[config.mk]
export PLATFORM = sky130hd
export DESIGN_NAME = pwtc_top
export DESIGN_NICKNAME = d
export VERILOG_FILES = /design/src/inc/pwtc_pkg.sv /design/src/hw/pwtc_logic_cell.sv /design/src/hw/pwtc_top.sv
export VERILOG_INCLUDE_DIRS = /design/src /design/src/inc
export SDC_FILE = /design/constraint.sdc
export NUM_CORES = 2
export LEC_CHECK = 0
export BUFFER_PORTS_ARGS = -buffer_cell sky130_fd_sc_hd__clkbuf_2
export CORE_MARGIN = 2
export CORE_UTILIZATION = 45
export DETAILED_ROUTE_END_ITERATION = 8
export PLACE_DENSITY = 0.67
export SYNTH_ARGS = -nofsm -noshare
export SYNTH_HDL_FRONTEND = slang
export SYNTH_SLANG_ARGS = --single-unit
[constraint.sdc]
create_clock -name i_clk_sys -period 10.87 [get_ports i_clk_sys]
set_clock_uncertainty 0.15 [all_clocks]
set_input_delay 0 -clock i_clk_sys [delete_from_list [all_inputs] [get_ports i_clk_sys]]
set_output_delay 0 -clock i_clk_sys [all_outputs]
set_load 0.05 [all_outputs]
[src/inc/pwtc_defines.svh]
// register offsets, field positions and codes of the pwm trigger and logic block
// assumes one 40 MHz clock and an apb register bus with 12-bit byte addresses
`ifndef PWTC_DEFINES_SVH
`define PWTC_DEFINES_SVH
`define PWTC_CNT_W 16
`define PWTC_GROUP 4
`define PWTC_GEN_REGION 4'h0
`define PWTC_LOGIC_REGION 7'h08
`define PWTC_OFF_CTRL 5'h00
`define PWTC_OFF_PERIOD 5'h04
`define PWTC_OFF_DUTY 5'h08
`define PWTC_OFF_EVENT 5'h0c
`define PWTC_OFF_STATUS 5'h10
`define PWTC_B_ENABLE 15
`define PWTC_B_SYNCEN 9
`define PWTC_B_SWTRIG 8
`define PWTC_B_RETRIG 6
`define PWTC_F_CYCLE_START_SELECT 3:0
`define PWTC_F_TSEL 2:0
`define PWTC_B_INV 6
`define PWTC_F_LF 5:4
`define PWTC_F_DEST 2:0
`define PWTC_F_SRC1 10:8
`define PWTC_F_SRC2 14:12
`define PWTC_CYCLE_START_SELECT_LOCAL 4'h0
`define PWTC_CYCLE_START_SELECT_PEER_LO 4'h1
`define PWTC_CYCLE_START_SELECT_PEER_HI 4'h4
`define PWTC_CYCLE_START_SELECT_SWONLY 4'hf
`define PWTC_LF_OR 2'h0
`define PWTC_LF_AND 2'h1
`define PWTC_LF_XOR 2'h2
`define PWTC_DEST_NONE 3'h0
`define PWTC_TSEL_EOC 3'h0
`define PWTC_TSEL_MID 3'h1
`define PWTC_CNT_ZERO 16'h0000
`define PWTC_CNT_ONE 16'h0001
`define PWTC_RST_PERIOD 16'h00ff
`define PWTC_RST_DUTY 16'h0080
`endif

[src/inc/pwtc_pkg.sv]
// types shared by the pwm trigger and logic block
// assumes the defines header is on the include path
`include "pwtc_defines.svh"
package pwtc_pkg;
    typedef enum logic {PWTC_IDLE, PWTC_RUN} pwtc_state_t;
    typedef struct packed {
        logic enable;
        logic sync_en;
        logic retrig;
        logic [3:0] cycle_start_select;
        logic [2:0] tsel;
        logic [`PWTC_CNT_W-1:0] period;
        logic [`PWTC_CNT_W-1:0] duty;
    } pwtc_gen_cfg_t;
    typedef struct packed {
        logic [2:0] src_two;
        logic [2:0] src_one;
        logic inv;
        logic [1:0] lf;
        logic [2:0] dest;
    } pwtc_logic_cfg_t;
endpackage

[src/hw/pwtc_logic_cell.sv]
// one combinatorial logic instance: optional inversion of source two, then or/and/xor
// assumes sources are already tied low when their channel is absent
`include "pwtc_defines.svh"
module pwtc_logic_cell (
    input wire logic i_clk_sys,
    input wire logic i_rst_n,
    input wire logic i_src_one,
    input wire logic i_src_two,
    input wire pwtc_pkg::pwtc_logic_cfg_t i_cfg,
    output logic o_result,
    output logic o_active
);
    import pwtc_pkg::*;
    wire logic src_two_pol = i_src_two ^ i_cfg.inv;
    wire logic res_or = i_src_one | src_two_pol;
    wire logic res_and = i_src_one & src_two_pol;
    wire logic res_xor = i_src_one ^ src_two_pol;
    // reserved function code yields zero
    assign o_result = (i_cfg.lf == `PWTC_LF_XOR) ? res_xor :
                      (i_cfg.lf == `PWTC_LF_AND) ? res_and :
                      (i_cfg.lf == `PWTC_LF_OR) ? res_or : 1'b0;
    assign o_active = (i_cfg.dest != `PWTC_DEST_NONE);

    property p_logic_inv;
        @(posedge i_clk_sys) disable iff (!i_rst_n)
        (i_cfg.lf == `PWTC_LF_AND && i_src_one && i_cfg.inv) |-> (o_result == !i_src_two);
    endproperty
    a_logic_inv: assert property (p_logic_inv) else $error("source two not inverted");

    property p_logic_func;
        @(posedge i_clk_sys) disable iff (!i_rst_n)
        (i_cfg.lf == `PWTC_LF_XOR && !i_cfg.inv) |-> (o_result == (i_src_one != i_src_two));
    endproperty
    a_logic_func: assert property (p_logic_func) else $error("xor function wrong");
endmodule

[src/hw/pwtc_top.sv]
// pwm generator array: start-of-cycle selection, trigger modes and combinatorial pin logic
// assumes an apb master on i_clk_sys and sync inputs from a foreign clock domain
`include "pwtc_defines.svh"
// Operation
// - source-two invert bit inverts the second logic input before combining
// - function code 10 xor, 01 and, 00 or; 11 reserved
// - destination 001..111 drives generator two..eight pins; 000 disables
// - a logic input selecting an absent generator reads constant zero
// - six independent logic instances, each with own settings
// - retrigger select one means retriggerable, zero means single trigger
// - start select 1111: only software trigger or sync starts; 0101..1110 reserved
// - start select 0001..0100 takes peer one..four trigger output of group
// - start select 0000 restarts generator on its own end of cycle
// - enabled sync input is ored with the selected start source
// - foreign-domain start sources pass a synchroniser into generator clock
// - generators grouped in fours; triggers only inside own group
module pwtc_top #(
    parameter int NUM_GEN = 8,
    parameter int NUM_IMPL = 8,
    parameter int NUM_LOGIC = 6
) (
    input wire logic i_clk_sys,
    input wire logic i_rst_n,
    input wire logic i_psel,
    input wire logic i_penable,
    input wire logic i_pwrite,
    input wire logic [11:0] i_paddr,
    input wire logic [31:0] i_pwdata,
    output logic [31:0] o_prdata,
    output logic o_pready,
    output logic o_pslverr,
    input wire logic [NUM_GEN-1:0] i_sync_async,
    output logic [NUM_GEN-1:0] o_pwm_high,
    output logic [NUM_GEN-1:0] o_pwm_low
);
    import pwtc_pkg::*;

    logic pready_ff;
    logic pslverr_ff;
    logic [31:0] prdata_ff;
    logic [31:0] nxt_prdata;
    logic nxt_pslverr;
    logic [NUM_GEN-1:0] pwm_high_ff;
    logic [NUM_GEN-1:0] pwm_low_ff;
    logic [NUM_GEN-1:0] nxt_pwm_high;
    logic [NUM_GEN-1:0] nxt_pwm_low;
    pwtc_gen_cfg_t gen_cfg_ff [NUM_GEN];
    pwtc_logic_cfg_t logic_cfg_ff [NUM_LOGIC];
    pwtc_state_t state_ff [NUM_GEN];
    logic [`PWTC_CNT_W-1:0] cnt_ff [NUM_GEN];
    logic [NUM_GEN-1:0] swtrig_ff;
    logic [NUM_GEN-1:0] sync1_ff;
    logic [NUM_GEN-1:0] sync2_ff;
    logic [NUM_GEN-1:0] sync3_ff;
    logic [NUM_GEN-1:0] run;
    logic [NUM_GEN-1:0] eoc;
    logic [NUM_GEN-1:0] software_trigger_bit_out;
    logic [NUM_GEN-1:0] peer_software_trigger_bit;
    logic [NUM_GEN-1:0] sync_rise;
    logic [NUM_GEN-1:0] start;
    logic [NUM_GEN-1:0] raw_high;
    logic [NUM_LOGIC-1:0] logic_res;
    logic [NUM_LOGIC-1:0] logic_act;

    // apb decode
    wire logic acc_phase = i_psel & i_penable & ~pready_ff;
    wire logic wr_en = i_psel & i_penable & pready_ff & i_pwrite & ~pslverr_ff;
    wire logic [2:0] gen_idx = i_paddr[7:5];
    wire logic [4:0] reg_off = i_paddr[4:0];
    wire logic [2:0] logic_idx = i_paddr[4:2];
    wire logic in_gen = (i_paddr[11:8] == `PWTC_GEN_REGION) & (32'(gen_idx) < NUM_GEN);
    wire logic in_logic = (i_paddr[11:5] == `PWTC_LOGIC_REGION) & (32'(logic_idx) < NUM_LOGIC)
                          & (i_paddr[1:0] == 2'h0);
    wire logic gen_reg_ok = (reg_off == `PWTC_OFF_CTRL) | (reg_off == `PWTC_OFF_PERIOD)
                            | (reg_off == `PWTC_OFF_DUTY) | (reg_off == `PWTC_OFF_EVENT)
                            | (reg_off == `PWTC_OFF_STATUS);
    wire logic gen_hit = in_gen & gen_reg_ok;
    wire logic [15:0] wdata = i_pwdata[15:0];

    always_comb begin
        nxt_prdata = 32'h0000_0000;
        nxt_pslverr = ~(gen_hit | in_logic);
        if (gen_hit) begin
            unique case (reg_off)
                `PWTC_OFF_CTRL: begin
                    nxt_prdata[`PWTC_B_ENABLE] = gen_cfg_ff[gen_idx].enable;
                    nxt_prdata[`PWTC_B_SYNCEN] = gen_cfg_ff[gen_idx].sync_en;
                    nxt_prdata[`PWTC_B_RETRIG] = gen_cfg_ff[gen_idx].retrig;
                    nxt_prdata[`PWTC_F_CYCLE_START_SELECT] = gen_cfg_ff[gen_idx].cycle_start_select;
                end
                `PWTC_OFF_PERIOD: nxt_prdata[`PWTC_CNT_W-1:0] = gen_cfg_ff[gen_idx].period;
                `PWTC_OFF_DUTY: nxt_prdata[`PWTC_CNT_W-1:0] = gen_cfg_ff[gen_idx].duty;
                `PWTC_OFF_EVENT: nxt_prdata[`PWTC_F_TSEL] = gen_cfg_ff[gen_idx].tsel;
                default: nxt_prdata = {15'h0000, run[gen_idx], cnt_ff[gen_idx]};
            endcase
        end else if (in_logic) begin
            nxt_prdata[`PWTC_F_SRC2] = logic_cfg_ff[logic_idx].src_two;
            nxt_prdata[`PWTC_F_SRC1] = logic_cfg_ff[logic_idx].src_one;
            nxt_prdata[`PWTC_B_INV] = logic_cfg_ff[logic_idx].inv;
            nxt_prdata[`PWTC_F_LF] = logic_cfg_ff[logic_idx].lf;
            nxt_prdata[`PWTC_F_DEST] = logic_cfg_ff[logic_idx].dest;
        end
    end

    // answer one cycle into the access phase
    always_ff @(posedge i_clk_sys) begin
        if (!i_rst_n) begin
            pready_ff <= 1'b0;
            pslverr_ff <= 1'b0;
            prdata_ff <= 32'h0000_0000;
        end else begin
            pready_ff <= acc_phase;
            pslverr_ff <= acc_phase & nxt_pslverr;
            prdata_ff <= (acc_phase & ~i_pwrite) ? nxt_prdata : 32'h0000_0000;
        end
    end

    assign o_pready = pready_ff;
    assign o_pslverr = pslverr_ff;
    assign o_prdata = prdata_ff;

    genvar g;
    generate
        for (g = 0; g < NUM_GEN; g++) begin : gen_pg
            localparam int GBASE = (g / `PWTC_GROUP) * `PWTC_GROUP;
            localparam bit IMPL = (g < NUM_IMPL);
            wire logic wr_gen = wr_en & gen_hit & (32'(gen_idx) == g);
            wire logic [3:0] cycle_start_select = gen_cfg_ff[g].cycle_start_select;
            wire logic peer_sel = (cycle_start_select >= `PWTC_CYCLE_START_SELECT_PEER_LO) & (cycle_start_select <= `PWTC_CYCLE_START_SELECT_PEER_HI);
            wire logic [1:0] peer_ofs = 2'(cycle_start_select - `PWTC_CYCLE_START_SELECT_PEER_LO);
            wire logic hw_start;
            wire logic gen_on = gen_cfg_ff[g].enable & IMPL;

            assign run[g] = (state_ff[g] == PWTC_RUN);
            assign eoc[g] = run[g] & (cnt_ff[g] == gen_cfg_ff[g].period);
            assign software_trigger_bit_out[g] = IMPL & (((gen_cfg_ff[g].tsel == `PWTC_TSEL_EOC) & eoc[g])
                                 | ((gen_cfg_ff[g].tsel == `PWTC_TSEL_MID) & run[g]
                                 & (cnt_ff[g] == gen_cfg_ff[g].duty)));
            // peer index stays inside the own group of four
            assign peer_software_trigger_bit[g] = peer_sel & software_trigger_bit_out[GBASE + 32'(peer_ofs)];
            assign hw_start = (cycle_start_select == `PWTC_CYCLE_START_SELECT_LOCAL) ? (eoc[g] | ~run[g]) :
                              peer_software_trigger_bit[g];
            assign sync_rise[g] = sync2_ff[g] & ~sync3_ff[g];
            assign start[g] = gen_on & (hw_start | swtrig_ff[g]
                              | (gen_cfg_ff[g].sync_en & sync_rise[g]));
            assign raw_high[g] = run[g] & (cnt_ff[g] < gen_cfg_ff[g].duty);

            // two-flop synchroniser, third flop for the edge
            always_ff @(posedge i_clk_sys) begin
                if (!i_rst_n) begin
                    sync1_ff[g] <= 1'b0;
                    sync2_ff[g] <= 1'b0;
                    sync3_ff[g] <= 1'b0;
                end else begin
                    sync1_ff[g] <= i_sync_async[g];
                    sync2_ff[g] <= sync1_ff[g];
                    sync3_ff[g] <= sync2_ff[g];
                end
            end

            always_ff @(posedge i_clk_sys) begin
                if (!i_rst_n) begin
                    gen_cfg_ff[g] <= '{enable: 1'b0, sync_en: 1'b0, retrig: 1'b0,
                                      cycle_start_select: `PWTC_CYCLE_START_SELECT_LOCAL, tsel: `PWTC_TSEL_EOC,
                                      period: `PWTC_RST_PERIOD, duty: `PWTC_RST_DUTY};
                    swtrig_ff[g] <= 1'b0;
                end else begin
                    swtrig_ff[g] <= wr_gen & (reg_off == `PWTC_OFF_CTRL) & wdata[`PWTC_B_SWTRIG];
                    if (wr_gen & (reg_off == `PWTC_OFF_CTRL)) begin
                        gen_cfg_ff[g].enable <= wdata[`PWTC_B_ENABLE];
                        gen_cfg_ff[g].sync_en <= wdata[`PWTC_B_SYNCEN];
                        gen_cfg_ff[g].retrig <= wdata[`PWTC_B_RETRIG];
                        gen_cfg_ff[g].cycle_start_select <= wdata[`PWTC_F_CYCLE_START_SELECT];
                    end
                    if (wr_gen & (reg_off == `PWTC_OFF_PERIOD)) begin
                        gen_cfg_ff[g].period <= wdata;
                    end
                    if (wr_gen & (reg_off == `PWTC_OFF_DUTY)) begin
                        gen_cfg_ff[g].duty <= wdata;
                    end
                    if (wr_gen & (reg_off == `PWTC_OFF_EVENT)) begin
                        gen_cfg_ff[g].tsel <= wdata[`PWTC_F_TSEL];
                    end
                end
            end

            // cycle sequencer
            always_ff @(posedge i_clk_sys) begin
                if (!i_rst_n || !gen_on) begin
                    state_ff[g] <= PWTC_IDLE;
                    cnt_ff[g] <= `PWTC_CNT_ZERO;
                end else if (start[g] & (~run[g] | eoc[g] | gen_cfg_ff[g].retrig)) begin
                    state_ff[g] <= PWTC_RUN;
                    cnt_ff[g] <= `PWTC_CNT_ZERO;
                end else if (eoc[g]) begin
                    state_ff[g] <= PWTC_IDLE;
                    cnt_ff[g] <= `PWTC_CNT_ZERO;
                end else if (run[g]) begin
                    cnt_ff[g] <= cnt_ff[g] + `PWTC_CNT_ONE;
                end
            end

            property p_retrig;
                @(posedge i_clk_sys) disable iff (!i_rst_n)
                (gen_on && run[g] && !eoc[g] && start[g] && gen_cfg_ff[g].retrig)
                |=> (run[g] && cnt_ff[g] == `PWTC_CNT_ZERO);
            endproperty
            a_retrig: assert property (p_retrig) else $error("retrigger did not restart");

            property p_single;
                @(posedge i_clk_sys) disable iff (!i_rst_n)
                (gen_on && run[g] && !eoc[g] && !gen_cfg_ff[g].retrig && $stable(gen_cfg_ff[g]))
                |=> (cnt_ff[g] == $past(cnt_ff[g]) + `PWTC_CNT_ONE);
            endproperty
            a_single: assert property (p_single) else $error("single mode cycle disturbed");

            property p_self;
                @(posedge i_clk_sys) disable iff (!i_rst_n)
                (gen_on && cycle_start_select == `PWTC_CYCLE_START_SELECT_LOCAL && eoc[g]) |=> (run[g] && cnt_ff[g] == `PWTC_CNT_ZERO);
            endproperty
            a_self: assert property (p_self) else $error("no self restart on end of cycle");

            property p_swonly;
                @(posedge i_clk_sys) disable iff (!i_rst_n)
                (gen_on && !run[g] && cycle_start_select == `PWTC_CYCLE_START_SELECT_SWONLY && !swtrig_ff[g]
                 && !(gen_cfg_ff[g].sync_en && sync_rise[g])) |=> !run[g];
            endproperty
            a_swonly: assert property (p_swonly) else $error("hardware source started cycle");

            property p_peer;
                @(posedge i_clk_sys) disable iff (!i_rst_n)
                (gen_on && !run[g] && peer_sel && software_trigger_bit_out[GBASE + 32'(peer_ofs)]) |=> run[g];
            endproperty
            a_peer: assert property (p_peer) else $error("peer trigger not taken");

            property p_sync;
                @(posedge i_clk_sys) disable iff (!i_rst_n)
                (gen_on && !run[g] && gen_cfg_ff[g].sync_en && $rose(sync2_ff[g])) |=> run[g];
            endproperty
            a_sync: assert property (p_sync) else $error("sync did not start cycle");
        end
    endgenerate

    // combinatorial logic instances
    genvar y;
    generate
        for (y = 0; y < NUM_LOGIC; y++) begin : gen_logic
            wire logic [2:0] s1 = logic_cfg_ff[y].src_one;
            wire logic [2:0] s2 = logic_cfg_ff[y].src_two;
            wire logic src_one = (32'(s1) < NUM_IMPL) ? raw_high[s1] : 1'b0;
            wire logic src_two = (32'(s2) < NUM_IMPL) ? raw_high[s2] : 1'b0;
            wire logic wr_log = wr_en & in_logic & (32'(logic_idx) == y);

            always_ff @(posedge i_clk_sys) begin
                if (!i_rst_n) begin
                    logic_cfg_ff[y] <= '{src_two: 3'h0, src_one: 3'h0, inv: 1'b0,
                                        lf: `PWTC_LF_OR, dest: `PWTC_DEST_NONE};
                end else if (wr_log) begin
                    logic_cfg_ff[y].src_two <= wdata[`PWTC_F_SRC2];
                    logic_cfg_ff[y].src_one <= wdata[`PWTC_F_SRC1];
                    logic_cfg_ff[y].inv <= wdata[`PWTC_B_INV];
                    logic_cfg_ff[y].lf <= wdata[`PWTC_F_LF];
                    logic_cfg_ff[y].dest <= wdata[`PWTC_F_DEST];
                end
            end

            pwtc_logic_cell u_cell (
                .i_clk_sys(i_clk_sys),
                .i_rst_n(i_rst_n),
                .i_src_one(src_one),
                .i_src_two(src_two),
                .i_cfg(logic_cfg_ff[y]),
                .o_result(logic_res[y]),
                .o_active(logic_act[y])
            );

            property p_absent;
                @(posedge i_clk_sys) disable iff (!i_rst_n)
                (32'(s1) >= NUM_IMPL) |-> !src_one;
            endproperty
            a_absent: assert property (p_absent) else $error("absent source not zero");
        end
    endgenerate

    // pin steering, higher instance wins on a shared destination
    always_comb begin
        nxt_pwm_high = raw_high;
        nxt_pwm_low = ~raw_high & run;
        for (int k = 0; k < NUM_LOGIC; k++) begin
            if (logic_act[k] && 32'(logic_cfg_ff[k].dest) < NUM_IMPL) begin
                nxt_pwm_high[logic_cfg_ff[k].dest] = logic_res[k];
                nxt_pwm_low[logic_cfg_ff[k].dest] = ~logic_res[k];
            end
        end
    end

    always_ff @(posedge i_clk_sys) begin
        if (!i_rst_n) begin
            pwm_high_ff <= '0;
            pwm_low_ff <= '0;
        end else begin
            pwm_high_ff <= nxt_pwm_high;
            pwm_low_ff <= nxt_pwm_low;
        end
    end

    assign o_pwm_high = pwm_high_ff;
    assign o_pwm_low = pwm_low_ff;

    property p_dest;
        @(posedge i_clk_sys) disable iff (!i_rst_n)
        (logic_act[NUM_LOGIC-1] && 32'(logic_cfg_ff[NUM_LOGIC-1].dest) < NUM_IMPL)
        |=> (o_pwm_high[$past(logic_cfg_ff[NUM_LOGIC-1].dest)] == $past(logic_res[NUM_LOGIC-1]));
    endproperty
    a_dest: assert property (p_dest) else $error("logic result not on destination pin");

    property p_ready;
        @(posedge i_clk_sys) disable iff (!i_rst_n)
        (i_psel && !i_penable) ##1 (i_psel && i_penable) |=> o_pready;
    endproperty
    a_ready: assert property (p_ready) else $error("apb answer late");
endmodule

Word level (Yosys, flattened, before mapping)
Memory sizes are Yosys's and may differ from the RTL's.
Index checks and enable logic that the tools add are counted.
{"block": "totals", "output_inout_bits": 50, "ff_bits": 82, "mem_count": 4, "ramBits": 544, "elab_cells": 1087, "in_bits": 57}
{"block": "classes", "bitwise": 380, "n_lt_le_gt_ge": 58, "eq_ne": 53, "n_reduce_logical": 60, "add_sub_neg": 20, "mux": 473}
{"name": "gen_cfg_ff", "words": 8, "word_bits": 42, "rd": 9, "rd_ports_with_merged_regs": 0, "write_ports": 8, "line_no": "pwtc_top.sv:47", "rtl": "pwtc_gen_cfg_t gen_cfg_ff [NUM_GEN];"}
{"name": "cnt_ff", "words": 8, "word_bits": 16, "rd": 9, "rd_ports_with_merged_regs": 0, "write_ports": 8, "line_no": "pwtc_top.sv:50", "rtl": "logic [`PWTC_CNT_W-1:0] cnt_ff [NUM_GEN];"}
{"name": "logic_cfg_ff", "words": 6, "word_bits": 12, "rd": 7, "rd_ports_with_merged_regs": 0, "write_ports": 6, "line_no": "pwtc_top.sv:48", "rtl": "pwtc_logic_cfg_t logic_cfg_ff [NUM_LOGIC];"}
{"name": "state_ff", "words": 8, "word_bits": 1, "rd": 8, "rd_ports_with_merged_regs": 0, "write_ports": 8, "line_no": "pwtc_top.sv:49", "rtl": "pwtc_state_t state_ff [NUM_GEN];"}
{"cell": "16-bit 2-to-1 mux", "n": 40}
{"cell": "1-bit 2-to-1 mux", "n": 326}
{"cell": "16-bit == test", "n": 16}
{"cell": "1-bit OR", "n": 177}
{"cell": "1-bit bitwise AND", "n": 160}
{"cell": "16-bit by 1-bit adder with 16-bit output (second input constant)", "n": 8}
{"cell": "16-bit < comparator", "n": 8}
{"cell": "3-bit 2-to-1 mux", "n": 34}
{"cell": "8-bit bitwise mux", "n": 12}
{"cell": "8-bit 2-to-1 mux", "n": 12}
{"cell": "3-bit by 4-bit < comparator with 1-bit output (second input constant)", "n": 19}
{"cell": "1-bit binary-select mux with 3-bit select", "n": 17}
{"cell": "4-bit logical NOT", "n": 9}
{"cell": "4-bit by 1-bit >= comparator with 1-bit output (second input constant)", "n": 8}
{"cell": "4-bit by 3-bit <= comparator with 1-bit output (second input constant)", "n": 8}
{"cell": "4-bit 2-to-1 mux", "n": 8}
{"cell": "3-bit by 1-bit == test with 1-bit output (second input constant)", "n": 10}
{"cell": "3-bit logical NOT", "n": 10}
{"cell": "1-bit NOT", "n": 29}
{"cell": "1-bit demux with 3-bit select", "n": 6}
{"cell": "3-bit == test (second input constant)", "n": 6}
{"cell": "3-bit by 1-bit >= comparator with 1-bit output (second input constant)", "n": 6}
{"cell": "3-bit nonzero test", "n": 6}
{"cell": "3-bit by 2-bit adder with 4-bit output (first input constant)", "n": 4}
{"cell": "other kinds (29)", "n": 105}

Depth between registers and ports, before layout
An unclocked memory read counts as a cell.
{"block": "logic_depth", "word_depth": 23, "mapped_depth": 21}

Cells and area by module
Synthesis repeated with hierarchy kept, for this count alone.
{"block": "unflattened", "cells_unflattened": 3451, "hier_area_um2": 38262.9}
{"mod": "pwtc_top", "instances": 1, "cells_each": 3391, "seq_area_each_um2": 17677.0, "area_each_um2": 37775.0}
{"mod": "pwtc_logic_cell", "instances": 6, "cells_each": 10, "seq_area_each_um2": 0.0, "area_each_um2": 81.3}

Worst setup path after synthesis
No wires, ideal clock.
{"block": "synth_timing", "path_type": "register to register", "from": "mem cnt_ff[7][11] (netlist name)", "to": "reg pwm_low_ff[4] (netlist: o_pwm_low[4])", "path_buffers": 1, "path_slack_ns": 6.566, "stages_incl_launch_ff": 18, "setup_ns": 0.122, "t_arrival_ns": 4.032, "path_cell_list": "edfxtp_1 -> ha_1 -> and3_1 -> a2111oi_0 -> o21ai_0 -> nor3_1 -> clkbuf_1 -> a21oi_1 -> mux4_2 -> xor2_1 -> ha_1 -> nor2_1 -> a21oi_1 -> o22ai_1 -> o22ai_1 -> mux2_2 -> o21ai_0 -> a21oi_1"}
{"item": "from (decl)", "line_no": "pwtc_top.sv:50"}
{"item": "to (signal assigned)", "line_no": "pwtc_top.sv:303", "rtl": "pwm_low_ff <= nxt_pwm_low;"}
{"item": "to (decl)", "line_no": "pwtc_top.sv:44", "rtl": "logic [NUM_GEN-1:0] pwm_low_ff;"}

==> results.md <==
Clock network:
- The maximum count of clock buffers along a single path is 3.
- The clock sink total is between 600 and 700.
- The deepest level of the CTS H-tree is 3.
- The clock-pin slew on the worst setup and hold paths is 0.06 ns.
- Clock latency on the worst-skew pair, taken at its later pin, is just over 0.6 ns.
- TritonCTS built the clock tree.
- Counting the buffers created by CTS gives around 70.
- The number of setup buffers added after CTS is 0.
- The cell sitting at the root of the clock tree is a sky130_fd_sc_hd__clkbuf_16.

Timing:
- Setup repair after global routing left no endpoint under its margin.
- The final period utilization is 0.5414.
- The final number of setup-violating endpoints is 0.
- The final critical path time including I/O delays and setup is 5.885 ns.
- The relative slew slack is 0.1031.
- At the pin with the least slew margin, the transition time is 1.333 ns.
- The maximum frequency from static timing analysis is 169.9 MHz.
- After routing, the total negative slack on setup checks comes to 0 ns.
- Final hold analysis gives a worst-case slack of approximately 0.064 ns.
- The max-slew violation count is 0.
- The final hold violation count was 0.

Cells and area:
- The multi-input combinational cells in the finished layout cover a total of approximately 18000 µm².
- The top cell types in the final layout, fill and taps aside, are sky130_fd_sc_hd__edfxtp_1, sky130_fd_sc_hd__and2_1, sky130_fd_sc_hd__nor2_1.
- The most common cell after layout, fill and taps aside is sky130_fd_sc_hd__edfxtp_1.
- In the final layout, the share of cells above drive strength 1 is 0.1251.
- The post-layout net count is roughly 3600.
- The final-layout fill cell count is between 7000 and 8000.
- The utilization of the core after routing is 0.5050.
- The area added between synthesis and finish is 11.56%.
- Leaving out filler cells and counting taps, the final layout contains 4511.
- Across the whole layout, storage elements account for 17680 µm².

Die:
- The core area is about 82000 µm².
- During I/O placement, the number of pins put on the boundary was around 110.
- The width of the die is 290.7 µm.
- The initial core utilization is 0.4526.
- The floorplan has between 100 and 150 rows.
- The vertical extent of the die is 290.7 µm.
- The die covers between 80000 and 90000 µm².

Worst setup path:
- Of all nets on the critical path, the largest fanout is 7.
- The critical path capture point type is a flop.
- The number of cells on the worst reg-to-reg path is 14.
- The worst register-to-register path ends at o_pwm_high[2]$_SDFF_PN0_.
- The worst setup path category is reg -> reg.
- For this design, the slowest cell found on the critical path is sky130_fd_sc_hd__a221oi_1.
- The data arrival time of the worst path is approximately 6.3 ns.
- In this run the worst setup path begins at cnt_ff[5][7]$_SDFFCE_PN0P_.
- The startpoint identified for the worst register-to-register timing path is cnt_ff[5][7]$_SDFFCE_PN0P_.
- The data required time at the worst endpoint is about 11 ns.
- The biggest cell delay along the critical path is about 1.0 ns.
- The startpoint type of the worst setup path is a flop.
- The reg2reg setup slack is 4.98 ns.
- Walking the worst path, the cells encountered are ha_1 -> nand4_1 -> a21o_1 -> a221oi_1 -> nor2_1 -> mux4_2 -> mux2_2 -> ha_1 -> nand2_1 -> o22ai_1 -> nor2b_1 -> nor4_1 -> nand2_1 -> a21oi_1.

Detailed routing:
- The number of vias after detailed routing is ~28000.
- After detailed routing, the number of vias per cell comes to between 6 and 7.
- The iteration count of the initial detailed-routing pass is 6.
- The first routing iteration left about 3400 violations.
- The final layout contains routed wiring with a total length of roughly 120000 µm.
- The number of remaining DRC errors is 0.
- The detail route stage leaves a number of antenna-violating nets equal to 0.
- The average routed wire per standard cell is between 20 and 30 µm.

GRT:
- The number of global-route vias before repair is about 26000.
- The leftover overflow at the end of global routing is 0.
- The initial antenna violation count is 7.
- The maximum number of pins on one net before global-route repair is 56.
- The total routing usage reported by global routing is 0.2769.
- The wire length of the first global-routing pass is 173100 µm.

Synth:
- The mean cell area of the mapped netlist is between 10 and 15 µm².
- Of the synthesized area, sequential elements account for 0.4779.
- The netlist area before placement is 36990 µm².
- The synthesized design contains around 540 enable-type register cells.
- Counting flops with an async set or reset pin after synthesis yields a share of 0.
- The Yosys step of the flow raised 0 warnings.
- The number of synthesized register bits is between 600 and 700.
- The most used flip-flop cell after synthesis is sky130_fd_sc_hd__edfxtp_1.
- The number of standard cells after synthesis is ~3300.
- In this run, distinct cell masters in the synthesized netlist total 80.

Placement:
- Once placement completed, the tool counted placed cells totaling between 4000 and 5000.
- The weighted congestion reported at the end of routability-driven placement is a little under 1.
- Buffers placed on the I/O ports in this run total 75.
- Detailed placement finished with a half-perimeter wire length of slightly below 90000 µm.

Worst hold path:
- For hold timing, the worst endpoint is gen_cfg_ff[3][7]$_SDFFCE_PN1P_.
- The class of the tightest hold or removal check is in -> reg.
- In this run the most critical hold path is launched from i_paddr[6].
- The worst hold path passes through 4 cells.

Power and ir drop:
- The share of total power dissipated in the clock network is 0.439.
- The fraction of power consumed by combinational cells is 0.093.
- The internal power is roughly 0.0044 W.
- In this run the power spent charging and discharging nets is 0.001444 W.
- The worst supply voltage drop on vdd is between 0.1 and 0.15 mV.
- For this design the static power due to leakage is about 15 nW.
- The net switching fraction of the power is 0.2492.
- The share of total power dissipated in sequential elements is 0.469.
- The ratio of total power to cell area is 140.5 nW/µm².

Run:
- The max capacitance violation total is 0.

Run status:
- The run finished with clean final reports.
-- power groups by stage --
stage | registers [W] | logic (W) | clock network, W
after floorplan | 0.00273 | 0.000343 | 0
after global placement | 0.00276 | 0.000510 | 0
after detailed placement | 0.00276 | 0.000517 | 0
after CTS | 0.00271 | 0.000528 | 0.00257
after global routing | 0.00272 | 0.000571 | 0.00265
final | 0.00272 | 0.000537 | 0.00254
-- stage by stage --
| step | setup slack (ns) | area (µm²) | power [W] |
|---|---|---|---|
| after global routing | 4.572 | 41260 | 0.005942 |
| final | 4.985 | 41260 | 0.005797 |
| after global placement | 5.149 | 38450 | 0.003270 |
| after detailed placement | 5.121 | 38450 | 0.003279 |
| after CTS | 5.070 | 41260 | 0.005808 |
| after floorplan | 6.566 | 37040 | 0.003072 |
-- cell type report --
type | instances | share of cell area
clock buffers | 91 | 0.04742
multi-input cells | 2334 | 0.4334
well taps | 1070 | 0.03244
flip-flops and latches | 611 | 0.4284
inverters | 195 | 0.01774
clock inverters | 41 | 0.01225
diodes | 3 | 0.0001819
repair buffers | 166 | 0.02814
-- logic make-up after synthesis --
family | count (synthesis) | share of synthesized area
fa+ha+maj | 173 | 0.05852
buf+inv | 375 | 0.04049
compound gates | 440 | 0.07763
simple gates | 1243 | 0.1786
mux | 211 | 0.1070
xor+xnor | 252 | 0.05967
other cells | 1 | 0.0001014
flops | 611 | 0.4779
-- sequential cells by signal (all words and copies together) (netlist names), 8 cells and up --
name          count
sync2_ff          8
logic_cfg_ff     72
sync1_ff          8
cnt_ff          128
swtrig_ff         8
state_ff          8
sync3_ff          8
o_pwm_high        8
o_prdata         17
gen_cfg_ff      336
o_pwm_low         8
-- cells in the mapped netlist, types with 22 or more instances --
library cell | instances | area (µm²)
sky130_fd_sc_hd__edfxtp_1 | 544 | 16340
sky130_fd_sc_hd__and2_1 | 351 | 2196
sky130_fd_sc_hd__nor2_1 | 300 | 1126
sky130_fd_sc_hd__inv_1 | 194 | 728.2
sky130_fd_sc_hd__xor2_1 | 182 | 1594
sky130_fd_sc_hd__ha_1 | 173 | 2165
sky130_fd_sc_hd__mux4_2 | 145 | 3266
sky130_fd_sc_hd__nand2_1 | 131 | 491.7
sky130_fd_sc_hd__clkbuf_1 | 129 | 484.2
sky130_fd_sc_hd__a21oi_1 | 116 | 580.6
sky130_fd_sc_hd__o21ai_0 | 114 | 570.6
sky130_fd_sc_hd__nand3_1 | 81 | 405.4
sky130_fd_sc_hd__or3_1 | 81 | 506.7
sky130_fd_sc_hd__xnor2_1 | 70 | 613.1
sky130_fd_sc_hd__dfxtp_1 | 67 | 1341
sky130_fd_sc_hd__nor3_1 | 66 | 330.3
sky130_fd_sc_hd__nand4_1 | 54 | 337.8
sky130_fd_sc_hd__mux2i_1 | 52 | 520.5
sky130_fd_sc_hd__nor4_1 | 39 | 244.0
sky130_fd_sc_hd__and3_1 | 33 | 206.5
sky130_fd_sc_hd__nor2b_1 | 28 | 175.2
sky130_fd_sc_hd__a211oi_1 | 22 | 165.2
-- critical path, delay by kind of cell, from the launching register on --
kind                       cells  cell delay [ns]
AOI/OAI and AO/OA              4             2.21
muxes                          2             0.87
DFF                            1             0.52
adders and majority gates      2             0.66
and+or+nand+nor                6             1.39
-- routing by layer --
metal / track usage / up-vias / share of wire
met3: 0.05613 / 240 / 0.12
li1: - / 12220 / -
met4: 0.1147 / 0 / 0.044
met2: 0.4202 / 1593 / 0.44
met1: 0.3878 / 13550 / 0.40
met5: 0 / - / 0
-- timing repair --
action	CTS	global route
endpoints found under the setup margin	0	0
endpoints found under the hold margin	81	0
hold buffers	34	0
resized for setup	0	0
-- worst max-delay path by stage --
stage | endpoint | slack (ns) | cells past startpoint
after floorplan | o_pwm_low[4]$_SDFF_PN0_ | 6.57 | 17
after global placement | o_pwm_high[2]$_SDFF_PN0_ | 5.15 | 16
after detailed placement | o_pwm_high[2]$_SDFF_PN0_ | 5.12 | 16
after CTS | o_pwm_high[2]$_SDFF_PN0_ | 5.07 | 16
after global routing | o_pwm_high[2]$_SDFF_PN0_ | 4.57 | 16
final | o_pwm_high[2]$_SDFF_PN0_ | 4.98 | 14
(Power assumes the default switching activity.)
